===== src/logic/sfc_map.vh =====
// constants of the serial flash command front end
`ifndef SFC_MAP_VH
`define SFC_MAP_VH

// protocol switch opcodes
`define SFC_OPC_QUAD_ENTER 8'h35
`define SFC_OPC_QUAD_EXIT  8'hF5

// instruction classes returned by user logic
`define SFC_CLASS_INVALID  2'h0
`define SFC_CLASS_READ     2'h1
`define SFC_CLASS_WRITE    2'h2

// front end states
`define SFC_ST_IDLE        3'h0
`define SFC_ST_OPC         3'h1
`define SFC_ST_DEC         3'h2
`define SFC_ST_HDR         3'h3
`define SFC_ST_DOUT        3'h4
`define SFC_ST_WIN         3'h5
`define SFC_ST_STBY        3'h6

// bits moved per clock edge and pin masks
`define SFC_STEP_SINGLE    3'h1
`define SFC_STEP_QUAD      3'h4
`define SFC_OE_NONE        4'hF
`define SFC_OE_SINGLE      4'hD
`define SFC_OE_QUAD        4'h0
`define SFC_SO_BIT         1
`define SFC_SI_BIT         0

`endif


===== src/logic/sfc_frontend.v =====
// device-side serial command front end of a quad-capable serial flash
// Function
// - invalid instruction: standby until chip select rises
// - standby keeps data output pin high-impedance
// - valid instruction: active until chip select rises, except an array access while write busy
// - sample on rising edge, launch on falling
// - mode 0 and 3 accepted without configuration
// - read-type: data out, stop at any bit
// - write-type must end on byte boundary
// - array access ignored while write busy
// - enter opcode selects four-line protocol, quad-enable untouched
// - exit opcode returns to single-line protocol
// - quad protocol uses four lines for all phases
`timescale 1ns/1ps
`include "sfc_map.vh"
module sfc_frontend (
  input  wire       CLK,
  input  wire       RESETN,
  input  wire       CS_N,
  input  wire       SCLK,
  input  wire [3:0] SIO_IN,
  output reg  [3:0] SIO_OUT,
  output reg  [3:0] SIO_OE_N,
  input  wire       BUSY,
  output reg        OP_VALID,
  output reg  [7:0] OP_CODE,
  input  wire [1:0] OP_CLASS,
  input  wire       OP_ARRAY,
  input  wire [2:0] HDR_BYTES,
  output reg        RX_VALID,
  output reg  [7:0] RX_BYTE,
  output reg        TX_REQ,
  input  wire [7:0] TX_DATA,
  output reg        EXEC,
  output reg        DISCARD,
  output reg        ACTIVE,
  output reg        QUAD_MODE
);
  reg  [1:0] rst_pipe;
  wire       rst_n;
  wire       cs_n_s;
  wire       sclk_s;
  wire [3:0] sio_s;
  reg        cs_q;
  reg        sclk_q;
  reg  [2:0] state;
  reg  [2:0] bit_cnt;
  reg  [7:0] shift;
  reg  [7:0] tx_shift;
  reg  [2:0] hdr_left;
  wire       rise;
  wire       fall;
  wire [2:0] step;
  wire [7:0] next_shift;
  wire [2:0] next_cnt;
  wire       byte_done;

  always @(posedge CLK or negedge RESETN) begin
    if (!RESETN) begin
      rst_pipe <= 2'h0;
    end else begin
      rst_pipe <= {rst_pipe[0], 1'b1};
    end
  end
  assign rst_n = rst_pipe[1];

  // the link clock is slow enough to be oversampled; its edges are found here
  sfc_sync #(.WIDTH(6), .INIT(6'h20)) u_sync (
    .clk  (CLK),
    .rst_n(rst_n),
    .din  ({CS_N, SCLK, SIO_IN}),
    .dout ({cs_n_s, sclk_s, sio_s})
  );

  // edges are taken from the level history, so the idle level never matters
  assign rise       = sclk_s & ~sclk_q;
  assign fall       = ~sclk_s & sclk_q;
  assign step       = QUAD_MODE ? `SFC_STEP_QUAD : `SFC_STEP_SINGLE;
  assign next_shift = QUAD_MODE ? {shift[3:0], sio_s} : {shift[6:0], sio_s[`SFC_SI_BIT]};
  assign next_cnt   = bit_cnt + step;
  assign byte_done  = (next_cnt == 3'h0);

  always @(posedge CLK or negedge rst_n) begin
    if (!rst_n) begin
      cs_q      <= 1'b1;
      sclk_q    <= 1'b0;
      state     <= `SFC_ST_IDLE;
      bit_cnt   <= 3'h0;
      shift     <= 8'h00;
      tx_shift  <= 8'h00;
      hdr_left  <= 3'h0;
      SIO_OUT   <= 4'h0;
      SIO_OE_N  <= `SFC_OE_NONE;
      OP_VALID  <= 1'b0;
      OP_CODE   <= 8'h00;
      RX_VALID  <= 1'b0;
      RX_BYTE   <= 8'h00;
      TX_REQ    <= 1'b0;
      EXEC      <= 1'b0;
      DISCARD   <= 1'b0;
      ACTIVE    <= 1'b0;
      QUAD_MODE <= 1'b0;
    end else begin
      cs_q     <= cs_n_s;
      sclk_q   <= sclk_s;
      OP_VALID <= 1'b0;
      RX_VALID <= 1'b0;
      TX_REQ   <= 1'b0;
      EXEC     <= 1'b0;
      DISCARD  <= 1'b0;
      // user answers a request in the cycle it is shown
      if (TX_REQ) begin
        tx_shift <= TX_DATA;
      end
      if (cs_n_s) begin
        // deselect ends every phase, even mid byte of a data-out phase
        state    <= `SFC_ST_IDLE;
        ACTIVE   <= 1'b0;
        SIO_OE_N <= `SFC_OE_NONE;
        if (!cs_q && state == `SFC_ST_WIN) begin
          if (bit_cnt == 3'h0) begin
            EXEC <= 1'b1;
            // the quad-enable bit lives elsewhere and is never touched here
            if (OP_CODE == `SFC_OPC_QUAD_ENTER) begin
              QUAD_MODE <= 1'b1;
            end else if (OP_CODE == `SFC_OPC_QUAD_EXIT) begin
              QUAD_MODE <= 1'b0;
            end
          end else begin
            DISCARD <= 1'b1;
          end
        end
      end else begin
        case (state)
          `SFC_ST_IDLE: begin
            state   <= `SFC_ST_OPC;
            bit_cnt <= 3'h0;
            shift   <= 8'h00;
          end
          `SFC_ST_OPC: begin
            if (rise) begin
              shift   <= next_shift;
              bit_cnt <= next_cnt;
              if (byte_done) begin
                OP_CODE  <= next_shift;
                OP_VALID <= 1'b1;
                state    <= `SFC_ST_DEC;
              end
            end
          end
          `SFC_ST_DEC: begin
            if (OP_CODE == `SFC_OPC_QUAD_ENTER || OP_CODE == `SFC_OPC_QUAD_EXIT) begin
              state  <= `SFC_ST_WIN;
              ACTIVE <= 1'b1;
            end else if (OP_CLASS == `SFC_CLASS_INVALID) begin
              state <= `SFC_ST_STBY;
            end else if (OP_ARRAY && BUSY) begin
              // ignoring the access keeps the running operation undisturbed
              state <= `SFC_ST_STBY;
            end else if (OP_CLASS == `SFC_CLASS_READ) begin
              ACTIVE   <= 1'b1;
              hdr_left <= HDR_BYTES;
              if (HDR_BYTES == 3'h0) begin
                state    <= `SFC_ST_DOUT;
                TX_REQ   <= 1'b1;
                SIO_OE_N <= QUAD_MODE ? `SFC_OE_QUAD : `SFC_OE_SINGLE;
              end else begin
                state <= `SFC_ST_HDR;
              end
            end else if (OP_CLASS == `SFC_CLASS_WRITE) begin
              state  <= `SFC_ST_WIN;
              ACTIVE <= 1'b1;
            end else begin
              state <= `SFC_ST_STBY;
            end
          end
          `SFC_ST_HDR: begin
            if (rise) begin
              shift   <= next_shift;
              bit_cnt <= next_cnt;
              if (byte_done) begin
                RX_BYTE  <= next_shift;
                RX_VALID <= 1'b1;
                hdr_left <= hdr_left - 3'h1;
                if (hdr_left == 3'h1) begin
                  state    <= `SFC_ST_DOUT;
                  TX_REQ   <= 1'b1;
                  SIO_OE_N <= QUAD_MODE ? `SFC_OE_QUAD : `SFC_OE_SINGLE;
                end
              end
            end
          end
          `SFC_ST_DOUT: begin
            if (fall) begin
              bit_cnt <= next_cnt;
              if (QUAD_MODE) begin
                SIO_OUT  <= tx_shift[7:4];
                tx_shift <= {tx_shift[3:0], 4'h0};
              end else begin
                SIO_OUT  <= {2'h0, tx_shift[7], 1'b0};
                tx_shift <= {tx_shift[6:0], 1'b0};
              end
              if (byte_done) begin
                TX_REQ <= 1'b1;
              end
            end
          end
          `SFC_ST_WIN: begin
            if (rise) begin
              shift   <= next_shift;
              bit_cnt <= next_cnt;
              if (byte_done) begin
                RX_BYTE  <= next_shift;
                RX_VALID <= 1'b1;
              end
            end
          end
          `SFC_ST_STBY: begin
            SIO_OE_N <= `SFC_OE_NONE;
            ACTIVE   <= 1'b0;
          end
          default: begin
            state <= `SFC_ST_STBY;
          end
        endcase
      end
    end
  end
endmodule


===== src/logic/sfc_sync.v =====
// two flip-flop synchroniser for a group of asynchronous inputs
`timescale 1ns/1ps
module sfc_sync #(
  parameter WIDTH = 1,
  parameter [WIDTH-1:0] INIT = {WIDTH{1'b0}}
) (
  input  wire             clk,
  input  wire             rst_n,
  input  wire [WIDTH-1:0] din,
  output reg  [WIDTH-1:0] dout
);
  reg [WIDTH-1:0] meta;

  always @(posedge clk or negedge rst_n) begin
    if (!rst_n) begin
      meta <= INIT;
      dout <= INIT;
    end else begin
      meta <= din;
      dout <= meta;
    end
  end
endmodule


===== config.mk =====
export PLATFORM = sky130hd
export DESIGN_NAME = sfc_frontend
export DESIGN_NICKNAME = d
export VERILOG_FILES = /design/src/logic/sfc_frontend.v /design/src/logic/sfc_sync.v
export VERILOG_INCLUDE_DIRS = /design/src /design/src/logic
export SDC_FILE = /design/constraint.sdc
export NUM_CORES = 1
export LEC_CHECK = 0
export ABC_AREA = 1
export BUFFER_PORTS_ARGS = -buffer_cell sky130_fd_sc_hd__buf_2
export CAP_MARGIN = 30
export CELL_PAD_IN_SITES_DETAIL_PLACEMENT = 1
export CELL_PAD_IN_SITES_GLOBAL_PLACEMENT = 1
export CORE_ASPECT_RATIO = 0.75
export CORE_MARGIN = 5
export CORE_UTILIZATION = 38
export DETAILED_ROUTE_END_ITERATION = 10
export HOLD_SLACK_MARGIN = 0.1
export PLACE_DENSITY = 0.81
export SLEW_MARGIN = 10
export SYNTH_ARGS = -nofsm -noshare
export SYNTH_HDL_FRONTEND = slang
export SYNTH_SLANG_ARGS = --single-unit

===== constraint.sdc =====
create_clock -name CLK -period 1.85 [get_ports CLK]
set_input_delay 0.2775 -clock CLK [delete_from_list [all_inputs] [get_ports CLK]]
set_output_delay 0.2775 -clock CLK [all_outputs]
set_load 0.02 [all_outputs]

Yosys cells after proc, flatten, opt, wreduce, memory -nomap -nowiden
Index checks and enable logic that the tools add are counted.

Register bits after elaboration: 71. Logic and storage cells: 165.

Add/sub/neg operators: 2. Equal/unequal tests: 33. Mux-type cells: 76. Bitwise operators: 5. Reductions and logical operators: 28.

Operators by type and width (number): $mux W3 (20); $mux W8 (6); $mux W4 (11); $mux W1 (30); $ne A3 B2 Y1 const B (10); $reduce_and A4 Y1 (5); $pmux W3 S5 (1); $ne A2 B2 Y1 const B (7); $pmux W7 S2 (1); $logic_not A3 Y1 (4); $pmux W4 S3 (1); $eq A3 B3 Y1 const B (3); $pmux W3 S3 (1); $reduce_and A9 Y1 (1); $eq A8 B6 Y1 const B (1); $eq A8 B8 Y1 const B (1); $ne A4 B3 Y1 const B (2); $reduce_and A8 Y1 (1); $mux W7 (1); $eq A3 B1 Y1 const B (2); $eq A3 B2 Y1 const B (2); $pmux W3 S2 (1); $reduce_and A3 Y1 (2); $reduce_and A6 Y1 (1); other kinds (20) (29).

Logic depth before layout (Yosys ltp)
Word-level depth: 8. Gate-level depth with buffers: 16.

Hierarchy
Synthesis repeated with hierarchy kept, for this count alone.

Cells, all modules: 380. Area total of the unflattened synthesis: 3359.5 um2.

Modules (own cells, without submodules): sfc_frontend (times used 1, cells each 368, area an instance 3056.7 um2, sequential area each 1430.1 um2); sfc_sync (times used 1, cells each 12, area an instance 302.8 um2, sequential area each 302.8 um2).

Worst setup path after synthesis
No wires, ideal clock.

Kind: register -> register. Start: register QUAD_MODE. End: register OP_CODE[7]. Library setup time: 126 ps. Data arrival time: 2150 ps. Setup slack: -426 ps. Stages on the path, launching flop included: 16. Path buffers: 3. Period minus slack after synthesis: 2276 ps. Path through: dfrtp_1 > buf_2 > inv_1 > clkbuf_1 > ha_1 > ha_1 > inv_1 > nand2_1 > nand3_1 > nand2_1 > nand3_1 > inv_1 > nand2_2 > buf_6 > nand2_1 > o21ai_1.

Longest elaborated chain between the ends: 4. Elaborated cells between the ends (all ways): 5.

RTL lines: start: declaration (RTL line sfc_frontend.v:37) `output reg QUAD_MODE`; start signal: assignment (RTL line sfc_frontend.v:102) `QUAD_MODE <= 1'b0;`; start signal: assignment (RTL line sfc_frontend.v:125) `QUAD_MODE <= 1'b1;`; start signal: assignment (RTL line sfc_frontend.v:127) `QUAD_MODE <= 1'b0;`; $mux W3 (no source line); $add A3 B3 Y3 (RTL line sfc_frontend.v:80) `assign next_cnt = bit_cnt + step;`; $logic_not A3 Y1 (RTL line sfc_frontend.v:81) `assign byte_done = (next_cnt == 3'h0);`; $reduce_and A4 Y1 (no source line); end signal: assignment (RTL line sfc_frontend.v:145) `OP_CODE <= next_shift;`; end: declaration (RTL line sfc_frontend.v:26) `output reg [7:0] OP_CODE,`.

Several ways; a longest one is shown, not always the timed one. A chain may end at the register's enable or synchronous reset.

Final worst setup path
Start: register QUAD_MODE. End: register state[0].

Longest elaborated chain between the ends: 5. Elaborated cells between the ends (all ways): 6.

RTL lines: $mux W3 (no source line) (*); $add A3 B3 Y3 (*) (RTL line sfc_frontend.v:80); $logic_not A3 Y1 (*) (RTL line sfc_frontend.v:81); $ne A3 B2 Y1 (no source line); $reduce_and A6 Y1 (no source line) (*); end signal: assignment (RTL line sfc_frontend.v:87) `` state <= `SFC_ST_IDLE; ``; end signal: assignment (RTL line sfc_frontend.v:117) `` state <= `SFC_ST_IDLE; ``; end signal: assignment (RTL line sfc_frontend.v:136) `` state <= `SFC_ST_OPC; ``; end: declaration (RTL line sfc_frontend.v:46) `reg [2:0] state;`.

Mark *: on every way between the ends. The rest lies on a longest branch, timed or not.

==> metrics <==
post-synthesis cell type count 32; Num CTS Buffers 9; root buffer cell clkbuf_16; Filler cells 1045; CORE AREA 0.008563 mm^2; routability cong. 0.8708; CP Data Required Time 2.08 ns; post-layout net count 512; Global Route Usage Sum 18.85%; Inst Count DP 571; Final min period 1.765 ns; cell family contributing the most delay on the critical path simple AND/OR/NAND/NOR gates; combinational power share 31.9%; commonest non-fill, non-tap cell in the layout nand2_1; Buf+Inv Stages, Crit Path 1; largest net degree at the start of global routing 40; slowest stage cell, crit path dfrtp_2; status completed; flops & latches, synth 69; I/O pin count 54; PD cells 1350 mW/mm^2; Detailed Route Iter0 Violations 168; NetSw 0.002112 W; row count 29; number of antenna violations at the first check in global routing 0; syn nets 441; LEAKAGE 2.090 nW; worst-case clock buffer depth 2; critical path peak fanout 6; DP HPWL 6.709 mm; Cell Area, Synth 0.003369 mm^2; total clock sinks 69; post-synthesis sequential area ratio 51.43%; Final Core Density 50.00%; total number of H-tree levels 3; sw frac 36.55%; Arr. time, crit path 1.99 ns; crit end category flip-flop; Hold Path Origin TX_DATA[0]; Die Y 91.55 um; Layout Cells excl Fill 598; Die Wd 118.7 um; Setup violations, final 0; ratio of final minimum period to clock period 95.43%; vias in the first global route 3282; Max-Cap Viols 0; Critical Path, Cell by Cell inv_4 > ha_4 > ha_4 > nor2_4 > nand3_1 > nand2_2 > nand2_1 > nand2_1 > nand2_1 > nand2_1 > nand2_1; clock power share 31.5%; total gr overflow 0; Clock Skews 0.005905 ns; Startpoint Class flip-flop; die area 0.01087 mm^2; CP most frequent cell nand2_1; sequential share of power 36.6%; Placed Instance Area 0.003822 mm^2; Crit path depth 11; syn avg cell area 8.139 um^2; via count 3042; commonest non-fill, non-tap cells in the layout 120 x nand2_1, 62 x dfrtp_1, 53 x buf_2; Gate Count Post-Synth 414; WS Path Type flip-flop to flip-flop; CP startpoint QUAD_MODE; Post-route DRC 0; n_diodes 0; worst r2r path cells 11; Worst-Skew Late Latency 0.34 ns; R2R Setup Slk 0.08 ns; first-pass GRT wire length 16.40 mm; WL/cell 16.09 um; CP Capture Point state[0]; maximum vdd drop 0.4822 mV; share of layout cells above drive strength 1 24.08%; Starting Density 39.35%; final max-slew violation count 0; Max Clk Rate 0.5664 GHz; Area Growth Syn to Fin 27.07%; r2r endpoint state[0]; cell area after layout 0.004282 mm^2; Post-synth EDFFs 0; fraction of registers with async set/reset 100.0%; Clock transition at path regs 0.06 ns; slowest stage delay, CP 0.43 ns; antenna viol nets, final 0; synth warn 0; Most used DFF post-synth dfrtp_1; vias per cell 5.087; CTS tree done; Int Power 0.003667 W; Critical R2R Launch QUAD_MODE; PortBufs 53; final hold violations 0; worst hold path class input port to flip-flop; Total Routed Length 9.623 mm; drt pass-1 iters 4; total power 0.005779 W
## registers in the layout, indices dropped and copies added (netlist names), 2 cells and up
| name | count |
|---|---|
| OP_CODE | 8 |
| RX_BYTE | 8 |
| tx_shift | 8 |
| shift | 7 |
| u_sync.dout | 6 |
| u_sync.meta | 6 |
| SIO_OUT | 4 |
| bit_cnt | 3 |
| hdr_left | 3 |
| state | 3 |
| SIO_OE_N | 2 |
| rst_pipe | 2 |
## layer usage
metal / routed length, um / GRT usage, %
met5: 0 / 0
met4: 115 / 5.111
met3: 468 / 5.404
met2: 4633 / 31.58
met1: 4406 / 24.00
## cell families (layout without fill, tap and decap cells)
| kind of cell | count (synthesis) | in the layout | share of synthesized area [%] |
|---|---|---|---|
| simple gates | 199 | 199 | 25.47 |
| flops | 69 | 69 | 51.43 |
| compound gates | 67 | 67 | 10.55 |
| buf+inv | 67 | 143 | 8.912 |
| mux | 6 | 6 | 1.782 |
| fa+ha+maj | 4 | 4 | 1.485 |
| other cells | 1 | 1 | 0.1113 |
| xor+xnor | 1 | 1 | 0.2600 |
## worst min-delay path, cell delays in order
cell and delay (ns):
buf_2 0.10, nand2_1 0.06, a21oi_1 0.06
## synthesized netlist by cell type, types with 3 or more instances
library cell	instances	area (um^2)
o21ai_0	42	210.2
clkbuf_1	5	18.77
inv_1	46	172.7
nand2_1	123	461.7
nand4_1	7	43.79
inv_2	3	11.26
dfrtp_1	64	1602
nor2_1	24	90.09
ha_1	4	50.05
mux2i_1	6	60.06
dfstp_2	5	131.4
nand3_1	33	165.2
o21ai_1	9	45.04
buf_2	4	20.02
buf_4	3	22.52
buf_6	4	45.04
a21oi_1	10	50.05
## per-stage QoR
stage / setup WS (ns) / hold WS, ns / setup TNS, ns
floorplan: -0.09799 / -0.01809 / -0.8573
global placement: 0.1713 / 0.06428 / 0
detailed placement: 0.07328 / 0.06740 / 0
CTS: 0.008769 / 0.1986 / 0
global route: -0.01420 / 0.2102 / -0.02278
finish: 0.08460 / 0.2044 / 0
## worst min-delay path by stage
stage | to | slack (ns) | cells past startpoint
5_1_grt | tx_shift[0] | 0.21 | 3
6_report | tx_shift[0] | 0.20 | 3
4_1_cts | tx_shift[0] | 0.20 | 3
3_5_place_dp | rst_pipe[0] | 0.07 | 1
3_3_place_gp | rst_pipe[0] | 0.06 | 1
2_1_floorplan | rst_pipe[0] | -0.02 | 0
## what timing repair did
action / CTS / global route
hold endpoints to repair: 8 / 0
buffers inserted: 1 / 3
endpoints found under the setup margin: 1 / 22
hold buffers: 7 / 0
pin swaps: 0 / 3
gates resized for setup: 0 / 9
## area by class of cell
| class | count | area (um^2) | area share (%) |
|---|---|---|---|
| tap | 108 | 135.1 | 3.156 |
| clock buffer | 12 | 266.5 | 6.224 |
| sequential | 69 | 1735 | 40.53 |
| multi-input combinational | 278 | 1414 | 33.02 |
| inverter | 50 | 200.2 | 4.676 |
| timing repair buffer | 77 | 475.5 | 11.10 |
| clock inverter | 4 | 55.05 | 1.286 |
## power groups by stage
stage	Sequential [W]	Clock (W)	Combinational, W
after detailed placement	0.00214	0	0.00171
after global routing	0.00216	0.00193	0.00208
after CTS	0.00212	0.00186	0.00177
final	0.00212	0.00182	0.00184
after floorplan	0.00220	0	0.00114
after global placement	0.00212	0	0.00163
No activity file was read; power rests on OpenSTA's default activity.
